`config.mk`:
```
export PLATFORM = sky130hd
export DESIGN_NAME = pere_top
export DESIGN_NICKNAME = d
export VERILOG_FILES = /design/src/pere_pkg.sv /design/src/pere_top.sv /design/src/pere_fault_decode.sv /design/src/pere_rate_counter.sv
export SDC_FILE = /design/constraint.sdc
export NUM_CORES = 2
export LEC_CHECK = 0
export BUFFER_PORTS_ARGS = -buffer_cell sky130_fd_sc_hd__buf_2
export CAP_MARGIN = 20
export CORE_MARGIN = 2
export CORE_UTILIZATION = 31
export CTS_BUF_LIST = sky130_fd_sc_hd__clkbuf_8
export DETAILED_ROUTE_END_ITERATION = 6
export PLACE_DENSITY_LB_ADDON = 0.25
export SKIP_LAST_GASP = 1
export SLEW_MARGIN = 20
export SYNTH_ARGS = -nofsm -noshare
export SYNTH_HDL_FRONTEND = slang
export SYNTH_HIERARCHICAL = 1
export SYNTH_SLANG_ARGS = --single-unit
```
`constraint.sdc`:
```
create_clock -name mclk -period 7.4 [get_ports mclk]
set_clock_uncertainty 0.15 [all_clocks]
set_input_delay 0.37 -clock mclk [delete_from_list [all_inputs] [get_ports mclk]]
set_output_delay 0.37 -clock mclk [all_outputs]
set_load 0.03 [all_outputs]
```
`src/pere_pkg.sv`:
```
package pere_pkg;

   // port count and data widths
   localparam int          NUM_PORTS   = 16;
   localparam int          DATA_W      = 32;
   localparam int          LEN_W       = 12;
   localparam int          CNT_W       = 8;

   // register byte addresses; per-port blocks repeat every stride
   localparam logic [15:0] FLAGS_BASE  = 16'h1040;
   localparam logic [15:0] ENABLE_BASE = 16'h1044;
   localparam logic [15:0] COUNT_BASE  = 16'h0900;
   localparam logic [15:0] IRQ_STATUS  = 16'h0800;
   localparam logic [15:0] IRQ_MASK    = 16'h0804;
   localparam logic [15:0] THRESHOLD   = 16'h0808;
   localparam logic [9:0]  BLOCK_FIRST = 10'h041;
   localparam logic [9:0]  BLOCK_LAST  = 10'h050;
   localparam logic [5:0]  FLAGS_OFS   = 6'h00;
   localparam logic [5:0]  ENABLE_OFS  = 6'h04;
   localparam logic [7:0]  COUNT_FIRST = 8'h40;
   localparam logic [7:0]  COUNT_LAST  = 8'h4f;

   // bit 0 is the most significant bit, so hardware index is 31 minus the field number
   localparam int          POS_VENDOR    = 31 - 0;
   localparam int          POS_SYM_CRC   = 31 - 9;
   localparam int          POS_SYM_TAG   = 31 - 10;
   localparam int          POS_REJECT    = 31 - 11;
   localparam int          POS_PKT_TAG   = 31 - 12;
   localparam int          POS_PKT_CRC   = 31 - 13;
   localparam int          POS_OVERSIZE  = 31 - 14;
   localparam int          POS_STALE     = 31 - 26;
   localparam int          POS_UNEXP_SYM = 31 - 27;
   localparam int          POS_ALIGN     = 31 - 29;
   localparam int          POS_STRAY_ACK = 31 - 30;
   localparam int          POS_TIMEOUT   = 31 - 31;

   // implemented bits of both per-port registers; the rest read zero
   localparam logic [31:0] IMPL_MASK = 32'h8000_0000 | 32'h007e_0000
                                     | 32'h0000_0030 | 32'h0000_0007;
   // faults whose capture registers hold nothing useful
   localparam logic [31:0] NO_CAPTURE = 32'h0020_0000 | 32'h0000_0020
                                      | 32'h0000_0004 | 32'h0000_0001;

   localparam logic [31:0] FLAGS_RESET  = 32'h0000_0000;
   localparam logic [31:0] ENABLE_RESET = 32'h0000_0000;
   localparam logic [15:0] IRQ_RESET    = 16'h0000;
   localparam logic [CNT_W-1:0] THRESHOLD_RESET = 8'h10;
   localparam logic [LEN_W-1:0] MAX_PKT_BYTES   = 12'h114;

endpackage

```
`src/pere_top.sv`:
```
// Summary of operation
// - A misaligned control or padding character or an undefined code-group sets the code alignment flag, with no capture, cleared by writing zero.
// - An unexpected acknowledge symbol sets the stray acknowledge flag, cleared by writing zero.
// - A missing acknowledge or link response within the time-out sets the response timeout flag, with no capture.
// - A fault counts and is captured only while its enable bit is set.
// - A non-zero write to the flag register counts once when any written bit is enabled.
// - When the counter reaches its threshold an interrupt is raised and software may read and clear.
// - Enable bit 0 gates counting of vendor specific logical and transport faults.
// - Vendor captures are valid only for reserved transport and unmapped destination; max retry takes the last packet.
// - Enable bits 9 to 14 gate symbol CRC, symbol bad tag, rejected symbol, packet bad tag, packet CRC and oversize.
// - A packet longer than 276 bytes is an oversize fault.
// - Enable bits 26, 27, 29, 30, 31 gate stale tag, unexpected symbol, alignment, stray acknowledge and timeout.
// - A link response naming a retired tag is flagged and packet transfer holds until realignment.
//
// Local design decision: register access over APB.
`timescale 1ns/1ps
module pere_top
(
   // clock and reset
   input  wire logic                                             mclk,
   input  wire logic                                             rstn,
   // apb slave
   input  wire logic                                             psel,
   input  wire logic                                             penable,
   input  wire logic                                             pwrite,
   input  wire logic [31:0]                                      paddr,
   input  wire logic [31:0]                                      pwdata,
   output logic      [31:0]                                      prdata,
   output logic                                                  pready,
   output logic                                                  pslverr,
   // link fault events, one bit per port, one-cycle pulses
   input  wire logic [pere_pkg::NUM_PORTS-1:0]                   vendorRsvdTransport,
   input  wire logic [pere_pkg::NUM_PORTS-1:0]                   vendorUnmappedDest,
   input  wire logic [pere_pkg::NUM_PORTS-1:0]                   vendorMaxRetry,
   input  wire logic [pere_pkg::NUM_PORTS-1:0]                   vendorOther,
   input  wire logic [pere_pkg::NUM_PORTS-1:0]                   symbolCrcFault,
   input  wire logic [pere_pkg::NUM_PORTS-1:0]                   symbolBadTagFault,
   input  wire logic [pere_pkg::NUM_PORTS-1:0]                   rejectedSymbolFault,
   input  wire logic [pere_pkg::NUM_PORTS-1:0]                   packetBadTagFault,
   input  wire logic [pere_pkg::NUM_PORTS-1:0]                   packetChecksumFault,
   input  wire logic [pere_pkg::NUM_PORTS-1:0]                   staleResponseTagFault,
   input  wire logic [pere_pkg::NUM_PORTS-1:0]                   unexpectedSymbolFault,
   input  wire logic [pere_pkg::NUM_PORTS-1:0]                   codeAlignmentFault,
   input  wire logic [pere_pkg::NUM_PORTS-1:0]                   strayAcknowledgeFault,
   input  wire logic [pere_pkg::NUM_PORTS-1:0]                   responseTimeoutFault,
   // received packet end and its length in bytes
   input  wire logic [pere_pkg::NUM_PORTS-1:0]                   packetDone,
   input  wire logic [pere_pkg::NUM_PORTS-1:0][pere_pkg::LEN_W-1:0] packetLength,
   // tags realigned after a stale response
   input  wire logic [pere_pkg::NUM_PORTS-1:0]                   ackidRealigned,
   // capture requests and transfer hold, per port
   output logic      [pere_pkg::NUM_PORTS-1:0]                   captureStrobe,
   output logic      [pere_pkg::NUM_PORTS-1:0]                   captureLastPkt,
   output logic      [pere_pkg::NUM_PORTS-1:0]                   transferHold,
   // interrupt
   output logic                                                  irq
);

   localparam int NP = pere_pkg::NUM_PORTS;

   typedef struct packed
   {
      logic [NP-1:0][31:0]          flags;
      logic [NP-1:0][31:0]          enables;
      logic [NP-1:0]                hold;
      logic [NP-1:0]                irqStatus;
      logic [NP-1:0]                irqMask;
      logic [pere_pkg::CNT_W-1:0]   threshold;
      logic [31:0]                  rdata;
      logic                         slverr;
      logic                         irqOut;
   } pere_state_type;

   pere_state_type state_ff;
   pere_state_type nxt_state;

   logic [NP-1:0][31:0]             faultVector;
   logic [NP-1:0]                   countHit;
   logic [NP-1:0]                   testIncr;
   logic [NP-1:0]                   counterClear;
   logic [NP-1:0]                   reached;
   logic [NP-1:0][pere_pkg::CNT_W-1:0] count;

   // address decode shared by the setup and access phases
   logic                            inBlock;
   logic [3:0]                      portSel;
   logic [9:0]                      blockIdx;
   logic                            hitFlags;
   logic                            hitEnable;
   logic                            hitCount;
   logic [3:0]                      countSel;
   logic                            hitIrqStatus;
   logic                            hitIrqMask;
   logic                            hitThreshold;
   logic                            mapped;
   logic                            setupPhase;
   logic                            writeAccess;

   always_comb
   begin
      blockIdx     = paddr[15:6];
      inBlock      = (paddr[31:16] == 16'h0000)
                  && (blockIdx >= pere_pkg::BLOCK_FIRST)
                  && (blockIdx <= pere_pkg::BLOCK_LAST);
      portSel      = 4'(blockIdx - pere_pkg::BLOCK_FIRST);
      hitFlags     = inBlock && (paddr[5:0] == pere_pkg::FLAGS_OFS);
      hitEnable    = inBlock && (paddr[5:0] == pere_pkg::ENABLE_OFS);
      hitCount     = (paddr[31:10] == 22'(pere_pkg::COUNT_BASE >> 10))
                  && (paddr[1:0] == 2'h0)
                  && (paddr[9:2] >= pere_pkg::COUNT_FIRST)
                  && (paddr[9:2] <= pere_pkg::COUNT_LAST);
      countSel     = paddr[5:2];
      hitIrqStatus = (paddr == {16'h0000, pere_pkg::IRQ_STATUS});
      hitIrqMask   = (paddr == {16'h0000, pere_pkg::IRQ_MASK});
      hitThreshold = (paddr == {16'h0000, pere_pkg::THRESHOLD});
      mapped       = hitFlags | hitEnable | hitCount
                   | hitIrqStatus | hitIrqMask | hitThreshold;
      setupPhase   = psel && !penable;
      writeAccess  = psel && penable && pwrite && mapped;
   end

   genvar p;
   generate
      for (p = 0; p < NP; p++)
      begin : g_port
         pere_fault_decode u_decode
         (
            .vendorRsvdTransport   (vendorRsvdTransport[p]),
            .vendorUnmappedDest    (vendorUnmappedDest[p]),
            .vendorMaxRetry        (vendorMaxRetry[p]),
            .vendorOther           (vendorOther[p]),
            .symbolCrcFault        (symbolCrcFault[p]),
            .symbolBadTagFault     (symbolBadTagFault[p]),
            .rejectedSymbolFault   (rejectedSymbolFault[p]),
            .packetBadTagFault     (packetBadTagFault[p]),
            .packetChecksumFault   (packetChecksumFault[p]),
            .packetDone            (packetDone[p]),
            .packetLength          (packetLength[p]),
            .staleResponseTagFault (staleResponseTagFault[p]),
            .unexpectedSymbolFault (unexpectedSymbolFault[p]),
            .codeAlignmentFault    (codeAlignmentFault[p]),
            .strayAcknowledgeFault (strayAcknowledgeFault[p]),
            .responseTimeoutFault  (responseTimeoutFault[p]),
            .countEnable           (state_ff.enables[p]),
            .faultVector           (faultVector[p]),
            .countHit              (countHit[p]),
            .captureStrobe         (captureStrobe[p]),
            .captureLastPkt        (captureLastPkt[p])
         );

         // a test write counts once however many enabled bits it carries
         assign testIncr[p] = writeAccess && hitFlags && (portSel == 4'(p))
                           && ((pwdata & state_ff.enables[p] & pere_pkg::IMPL_MASK)
                               != 32'h0000_0000);
         assign counterClear[p] = writeAccess && hitCount && (countSel == 4'(p));

         pere_rate_counter u_counter
         (
            .mclk      (mclk),
            .rstn      (rstn),
            .increment (countHit[p] | testIncr[p]),
            .clear     (counterClear[p]),
            .threshold (state_ff.threshold),
            .count     (count[p]),
            .reached   (reached[p])
         );
      end
   endgenerate

   always_comb
   begin
      nxt_state = state_ff;
      for (int i = 0; i < NP; i++)
      begin
         // flags: a write of zero clears, a fault in the same cycle wins
         if (writeAccess && hitFlags && (portSel == 4'(i)))
         begin
            nxt_state.flags[i] = state_ff.flags[i] & pwdata;
         end
         nxt_state.flags[i] = (nxt_state.flags[i] | faultVector[i])
                            & pere_pkg::IMPL_MASK;
         if (writeAccess && hitEnable && (portSel == 4'(i)))
         begin
            nxt_state.enables[i] = pwdata & pere_pkg::IMPL_MASK;
         end
         // stale tag holds transfers until the link reports realignment
         if (ackidRealigned[i])
         begin
            nxt_state.hold[i] = 1'b0;
         end
         if (faultVector[i][pere_pkg::POS_STALE])
         begin
            nxt_state.hold[i] = 1'b1;
         end
      end
      if (writeAccess && hitIrqStatus)
      begin
         nxt_state.irqStatus = state_ff.irqStatus & ~pwdata[NP-1:0];
      end
      nxt_state.irqStatus = nxt_state.irqStatus | reached;
      if (writeAccess && hitIrqMask)
      begin
         nxt_state.irqMask = pwdata[NP-1:0];
      end
      if (writeAccess && hitThreshold)
      begin
         nxt_state.threshold = pwdata[pere_pkg::CNT_W-1:0];
      end
      nxt_state.irqOut = |(nxt_state.irqStatus & nxt_state.irqMask);
      // read data is sampled in the setup cycle so it leaves a flop
      if (setupPhase)
      begin
         nxt_state.slverr = !mapped;
         nxt_state.rdata  = 32'h0000_0000;
         if (!pwrite)
         begin
            if (hitFlags)
            begin
               nxt_state.rdata = state_ff.flags[portSel];
            end
            else if (hitEnable)
            begin
               nxt_state.rdata = state_ff.enables[portSel];
            end
            else if (hitCount)
            begin
               nxt_state.rdata = {24'h000000, count[countSel]};
            end
            else if (hitIrqStatus)
            begin
               nxt_state.rdata = {16'h0000, state_ff.irqStatus};
            end
            else if (hitIrqMask)
            begin
               nxt_state.rdata = {16'h0000, state_ff.irqMask};
            end
            else if (hitThreshold)
            begin
               nxt_state.rdata = {24'h000000, state_ff.threshold};
            end
         end
      end
   end

   always_ff @(posedge mclk or negedge rstn)
   begin
      if (!rstn)
      begin
         state_ff.flags     <= {NP{pere_pkg::FLAGS_RESET}};
         state_ff.enables   <= {NP{pere_pkg::ENABLE_RESET}};
         state_ff.hold      <= '0;
         state_ff.irqStatus <= pere_pkg::IRQ_RESET;
         state_ff.irqMask   <= pere_pkg::IRQ_RESET;
         state_ff.threshold <= pere_pkg::THRESHOLD_RESET;
         state_ff.rdata     <= 32'h0000_0000;
         state_ff.slverr    <= 1'b0;
         state_ff.irqOut    <= 1'b0;
      end
      else
      begin
         state_ff <= nxt_state;
      end
   end

   // zero-wait slave: answers in the first access cycle
   assign pready       = psel && penable;
   assign prdata       = state_ff.rdata;
   assign pslverr      = psel && penable && state_ff.slverr;
   assign transferHold = state_ff.hold;
   assign irq          = state_ff.irqOut;

endmodule

```
`src/pere_fault_decode.sv`:
```
`timescale 1ns/1ps
module pere_fault_decode
(
   // fault events of one port, one-cycle pulses
   input  wire logic                            vendorRsvdTransport,
   input  wire logic                            vendorUnmappedDest,
   input  wire logic                            vendorMaxRetry,
   input  wire logic                            vendorOther,
   input  wire logic                            symbolCrcFault,
   input  wire logic                            symbolBadTagFault,
   input  wire logic                            rejectedSymbolFault,
   input  wire logic                            packetBadTagFault,
   input  wire logic                            packetChecksumFault,
   input  wire logic                            packetDone,
   input  wire logic [pere_pkg::LEN_W-1:0]      packetLength,
   input  wire logic                            staleResponseTagFault,
   input  wire logic                            unexpectedSymbolFault,
   input  wire logic                            codeAlignmentFault,
   input  wire logic                            strayAcknowledgeFault,
   input  wire logic                            responseTimeoutFault,
   // count enables of this port
   input  wire logic [31:0]                     countEnable,
   // decoded results
   output logic [31:0]                          faultVector,
   output logic                                 countHit,
   output logic                                 captureStrobe,
   output logic                                 captureLastPkt
);

   logic oversize;
   logic vendorCounted;

   always_comb
   begin
      oversize = packetDone && (packetLength > pere_pkg::MAX_PKT_BYTES);
      faultVector = 32'h0000_0000;
      faultVector[pere_pkg::POS_VENDOR]    = vendorRsvdTransport | vendorUnmappedDest
                                           | vendorMaxRetry | vendorOther;
      faultVector[pere_pkg::POS_SYM_CRC]   = symbolCrcFault;
      faultVector[pere_pkg::POS_SYM_TAG]   = symbolBadTagFault;
      faultVector[pere_pkg::POS_REJECT]    = rejectedSymbolFault;
      faultVector[pere_pkg::POS_PKT_TAG]   = packetBadTagFault;
      faultVector[pere_pkg::POS_PKT_CRC]   = packetChecksumFault;
      faultVector[pere_pkg::POS_OVERSIZE]  = oversize;
      faultVector[pere_pkg::POS_STALE]     = staleResponseTagFault;
      faultVector[pere_pkg::POS_UNEXP_SYM] = unexpectedSymbolFault;
      faultVector[pere_pkg::POS_ALIGN]     = codeAlignmentFault;
      faultVector[pere_pkg::POS_STRAY_ACK] = strayAcknowledgeFault;
      faultVector[pere_pkg::POS_TIMEOUT]   = responseTimeoutFault;
      countHit = |(faultVector & countEnable & pere_pkg::IMPL_MASK);
      vendorCounted = countEnable[pere_pkg::POS_VENDOR] & faultVector[pere_pkg::POS_VENDOR];
      // only reserved transport and unmapped destination give valid vendor captures
      captureStrobe = |(faultVector & countEnable & pere_pkg::IMPL_MASK
                        & ~pere_pkg::NO_CAPTURE & ~(32'h8000_0000))
                    | (vendorCounted & (vendorRsvdTransport | vendorUnmappedDest));
      // a max-retry capture takes the last received packet, not the retried one
      captureLastPkt = vendorCounted & vendorMaxRetry & ~captureStrobe;
   end

endmodule

```
`src/pere_rate_counter.sv`:
```
`timescale 1ns/1ps
module pere_rate_counter
(
   // clock and reset
   input  wire logic                       mclk,
   input  wire logic                       rstn,
   // control
   input  wire logic                       increment,
   input  wire logic                       clear,
   input  wire logic [pere_pkg::CNT_W-1:0] threshold,
   // status
   output logic [pere_pkg::CNT_W-1:0]      count,
   output logic                            reached
);

   typedef struct packed
   {
      logic [pere_pkg::CNT_W-1:0] count;
      logic                       reached;
   } pere_cnt_state_type;

   pere_cnt_state_type state_ff;
   pere_cnt_state_type nxt_state;

   always_comb
   begin
      nxt_state = state_ff;
      nxt_state.reached = 1'b0;
      if (clear)
      begin
         nxt_state.count = '0;
      end
      else if (increment && (state_ff.count != '1))
      begin
         // saturates so a storm of faults cannot wrap below the threshold
         nxt_state.count = state_ff.count + 1'b1;
         nxt_state.reached = (threshold != '0)
                          && (nxt_state.count == threshold);
      end
   end

   always_ff @(posedge mclk or negedge rstn)
   begin
      if (!rstn)
      begin
         state_ff <= '0;
      end
      else
      begin
         state_ff <= nxt_state;
      end
   end

   assign count   = state_ff.count;
   assign reached = state_ff.reached;

endmodule

```
**Word-level counts from Yosys, hierarchy flattened**

Cells that the tools add are included.

- Register bits after elaboration: 618
- Output and inout bits: 83
- Logic and storage cells: 755

- Bitwise operators: 233
- Order comparisons: 22
- Mux-type cells: 111
- Equality and inequality tests: 67
- $add $sub $neg: 17
- Reductions and logical operators: 219

Operators with widths:

| operator | number |
|---|---|
| $and A32 B32 Y32 | 48 |
| $mux W32 | 21 |
| $or A32 B32 Y32 | 16 |
| $reduce_bool A32 Y1 | 16 |
| $bmux W32 S4 | 2 |
| $gt A12 B9 Y1 const B | 16 |
| $reduce_or A12 Y1 | 16 |
| $mux W8 | 18 |
| $mux W9 | 16 |
| $logic_and A1 B1 Y1 | 130 |
| $add A8 B1 Y8 const B | 16 |
| $eq A8 B8 Y1 | 16 |
| $ne A8 B8 Y1 const B | 16 |
| $reduce_or A7 Y1 | 16 |
| $eq A32 B12 Y1 const B | 3 |
| $or A1 B1 Y1 | 85 |
| $mux W16 | 5 |
| $and A1 B1 Y1 | 64 |
| $eq A4 B4 Y1 const B | 16 |
| $reduce_bool A2 Y1 | 32 |
| $mux W1 | 48 |
| $and A16 B16 Y16 | 2 |
| $bmux W8 S4 | 1 |
| $eq A4 B3 Y1 const B | 8 |
| other kinds (20) | 42 |

**Logic depth before layout (Yosys ltp)**

- Depth in word-level cells: 17
- Depth in mapped cells: 18

**Hierarchy**

Netlist, hierarchy kept.

By module, submodules not included:

| module | cells an instance | area an instance (um2) | instances |
|---|---|---|---|
| pere_top | 1961 | 24150.7 | 1 |
| pere_rate_counter | 75 | 665.6 | 16 |
| pere_fault_decode | 55 | 392.9 | 16 |

**Worst setup path before layout**

Ideal clock, no wire load.

- Path kind: input to register
- Start point: input port paddr[6]
- End point: register g_port[13].u_counter.state_ff, in the netlist g_port[13].u_counter/count[3]
- Stages on the path: 17
- Setup slack: 3.468 ns
- Buffers on the path: 6
- Data arrival time: 3.704 ns
- Path through: buf_2 > buf_4 > buf_2 > inv_1 > ha_1 > buf_6 > or3b_1 > a21oi_2 > o21ai_2 > nor3_4 > buf_6 > nand3_1 > buf_2 > o21bai_1 > o31ai_4 > or3_2 > a21oi_1

- Word-level cells in the longest chain between the ends: 16
- Elaborated cells on any way between the ends: 30

RTL lines:

| what | RTL line | text |
|---|---|---|
| start: declaration | pere_top.sv:26 | `input wire logic [31:0] paddr,` |
| $ge A10 B7 Y1 | pere_top.sv:103 | `&& (blockIdx >= pere_pkg::BLOCK_FIRST)` |
| $logic_and A1 B1 Y1 | pere_top.sv:103 |  |
| $logic_and A1 B1 Y1 | pere_top.sv:104 | `&& (blockIdx <= pere_pkg::BLOCK_LAST);` |
| $logic_and A1 B1 Y1, on equally long branches | pere_top.sv:106, pere_top.sv:107 |  |
| $or A1 B1 Y1 (2 in series) | pere_top.sv:116 | `mapped = hitFlags \| hitEnable \| hitCount` |
| $or A1 B1 Y1 (3 in series) | pere_top.sv:117 | `\| hitIrqStatus \| hitIrqMask \| hitThreshold;` |
| $logic_and A1 B1 Y1 | pere_top.sv:119 | `writeAccess = psel && penable && pwrite && mapped;` |
| $logic_and A1 B1 Y1 (2 in series) | pere_top.sv:152 | `assign testIncr[p] = writeAccess && hitFlags && (portSel == 4'(p))` |
| $logic_and A1 B1 Y1 | pere_top.sv:153 | `&& ((pwdata & state_ff.enables[p] & pere_pkg::IMPL_MASK)` |
| $or A1 B1 Y1 | pere_top.sv:161 | `.increment (countHit[p] \| testIncr[p]),` |
| $logic_and A1 B1 Y1 | pere_rate_counter.sv:33 | `else if (increment && (state_ff.count != '1))` |
| $reduce_bool A2 Y1 (no line) | -- |  |
| end signal: assignment | pere_rate_counter.sv:50 | `state_ff <= nxt_state;` |
| end: declaration | pere_rate_counter.sv:22 | `pere_cnt_state_type state_ff;` |

Parallel ways exist; a longest one is shown, timed or not.
A chain may end at the register's enable or synchronous reset.

**Final worst setup path**

- Start point: input port pwrite
- End point: register g_port[3].u_counter.state_ff, in the netlist g_port[3].u_counter/count[3]

- Word-level cells in the longest chain between the ends: 8
- Elaborated cells on any way between the ends: 11

RTL lines:

| what | RTL line | text |
|---|---|---|
| start: declaration | pere_top.sv:25 | `input wire logic pwrite,` |
| $logic_and A1 B1 Y1 (*) (2 in series) | pere_top.sv:119 |  |
| $logic_and A1 B1 Y1 (2 in series) | pere_top.sv:152 |  |
| $logic_and A1 B1 Y1 | pere_top.sv:153 |  |
| $or A1 B1 Y1 | pere_top.sv:161 |  |
| $logic_and A1 B1 Y1 | pere_rate_counter.sv:33 |  |
| $reduce_bool A2 Y1 (no line) | -- |  |
| end signal: assignment | pere_rate_counter.sv:50 |  |
| end: declaration | pere_rate_counter.sv:22 |  |

Mark *: on every way between the ends. The rest lies on a longest branch, timed or not.

==> flow_summary.ini <==
[routing]
drtAntennaViolNets = 0
vias_per_cell = 5.511
drt_iter0_markers = 3204
vias = 33463
drt_wl_total_mm = 155.8
remaining_drc_errors = 0
wire_per_inst_um = 25.66
firstDrtPassIters = 5

[min_path]
hold_end = state_ff[688]
min_path_type = in2reg
min_path_cells = 3
min_from = pwdata[22]

[worst_setup_path]
rr_startpoint = state_ff[37]
end_kind = flip-flop
slowest_stage = nand3_1
crit_path_max_incr_delay_ns = 0.94
cp_common_cell = nand3_1
crit_chain = dlygate4sd3_1, buf_2, nand3_1, or3_1, nor3_4, nand3_1, o21bai_1, o31ai_4, or3_2, a21oi_1
critPathRequiredTime_ns = 7.96
worst-path-max-fanout = 16
start_kind = input pin
critPathArrivalTime_ns = 5.56
r2r_cells = 6
worst-setup-path-type = in2reg
timing.rr.end = g_port[11].u_counter/reached
r2r_slack_ns = 4.30

[floorplan]
core.rowCount = 129
die_y_um = 357.0
core_um2 = 123600
initial_core_util_pct = 31.24
die_area_um2 = 127400
ios = 600
fp.dieW_um = 357.0

[sta]
fmax_ghz = 0.2000
rsz0062_at_grt = false
hold_viol = 0
period_share_pct = 67.57
tightest_slew_ns = 1.061
max_slew_margin_pct = 29.30
finalCriticalPeriod_ns = 5.000
final.setup.tns_ns = 0
finalWorstSetupSlack_ns = 2.400
maxSlewViolCount = 0
setup_viol = 0

[yosys]
syn-cell-area_um2 = 38620
avgSynthCellArea_um2 = 10.42
yosys_warnings = 6
syn_inst = 3705

[grt]
gr-usage-all-layers_pct = 23.78
overflow = 0
grt_max_degree = 157
grt_pass1_vias = 32823
antenna_found_initial = 19
grt_pass1_wl_mm = 224.2

[job]
drv_cap = 0

[clocking]
clkTransAtPathRegs_ns = 0.06
cts_buffer_depth = 3
clock-sinks = 609
cts.htree.levels = 3
insertion_delay_ns = 0.79
root_buffer = clkbuf_8
cts_tree = done
cts_made_buffers = 115
cts_setup_buffers = 0

[power]
max-vdd-ir-drop_mv = 0.1164
power.switching_mw = 2.051
clock_power_share_pct = 46.0
combPwrFrac_pct = 9.9
p_leak_nw = 19.86
powerDensity_nw_per_um2 = 161.8
seq_power_share_pct = 44.1
fin_total_pwr_mw = 7.578
p_sw_share_pct = 27.07
p_int_mw = 5.526

[run_status]
status = finished, final reports clean

[placed_design]
place_worst_setup_slack_ns = 1.833
post_dp_cell_area_um2 = 41610
routabilityCongestion = 0.9109
detailed_place_hpwl_mm = 113.8
io_buffer_count = 581

[layout]
drive_gt1_share_pct = 30.53
fill_cells = 12433
stdcell_area_um2 = 46850
nets = 4878
synthToLayoutAreaGrowth_pct = 21.29
final_util_pct = 37.89
## power by group through the flow
stage               Combinational, mW  Clock (mW)  Sequential (mW)
global placement                0.630           0             3.40
detailed placement              0.634           0             3.40
finish                          0.747        3.49             3.34
floorplan                       0.317           0             3.40
CTS                             0.748        3.56             3.34
global route                    0.794        3.70             3.34
## cell type report
cell class                      instances  area, µm²  share of cell area (%)
Clock buffer                          150       2064                   4.407
Inverter                               36      135.1                  0.2885
Antenna cell                            4      10.01                 0.02137
Timing Repair Buffer                  915       6190                   13.21
Multi-Input combinational cell       2663      20820                   44.44
Sequential cell                       609      15240                   32.54
Clock inverter                         58      336.6                  0.7185
Tap cell                             1637       2048                   4.372
## metal layers
layer | vias to the layer above | share of wire, % | track usage [%]
li1 | 14747 | - | -
met1 | 16889 | 43 | 32.04
met2 | 1502 | 45 | 37.68
met3 | 307 | 7.9 | 5.005
met4 | 18 | 3.9 | 8.605
met5 | - | 0.071 | 0
## cells in the final DEF (no fill, tap or decap), types with 93 or more instances in the layout
cell type,n
dfrtp_1,606
a21oi_1,93
xor2_1,96
nor2_1,223
nor3_1,117
xnor2_1,113
dlygate4sd3_1,282
nand2_1,193
clkbuf_8,150
buf_2,578
o21ai_0,270
mux2_2,206
nand3_1,125
a22oi_1,176
nand2b_1,233
mux4_2,150
## stage by stage
stage	hold WS [ns]	cells
floorplan	-0.07559	3713
global placement	0.3040	5578
detailed placement	0.3037	5578
CTS	0.009024	6068
global route	0.05233	6069
finish	0.06681	6072
## critical path, delay by kind of cell
| family | cells | cell delay [ns] |
|---|---|---|
| AND/OR/NAND/NOR | 5 | 3.09 |
| AO/OA/AOI/OAI | 3 | 1.29 |
| buffers and inverters | 2 | 0.77 |
## repair_timing
item | 4_1_cts | 5_1_grt
gates resized for setup | 0 | 0
hold buffers | 282 | 0
endpoints found under the hold margin | 354 | 0
## flip-flops by register name, summed over array words and instances, names as in the netlist
register,cells
g_port.u_counter/reached,16
irq,1
state_ff,425
g_port.u_counter/count,128
prdata,23
transferHold,16
## how the worst max path moves through the flow
stage / from / end / slack, ns / cells after the start
3_3_place_gp: paddr[6] / g_port[3].u_counter/count[3] / 1.93 / 12
4_1_cts: pwrite / g_port[2].u_counter/count[3] / 2.63 / 10
3_5_place_dp: paddr[6] / g_port[2].u_counter/count[3] / 1.83 / 12
6_report: pwrite / g_port[3].u_counter/count[3] / 2.40 / 10
5_1_grt: paddr[6] / g_port[2].u_counter/count[3] / 2.32 / 12
2_1_floorplan: paddr[6] / g_port[13].u_counter/count[3] / 3.47 / 17
(Power assumes the default switching activity.)
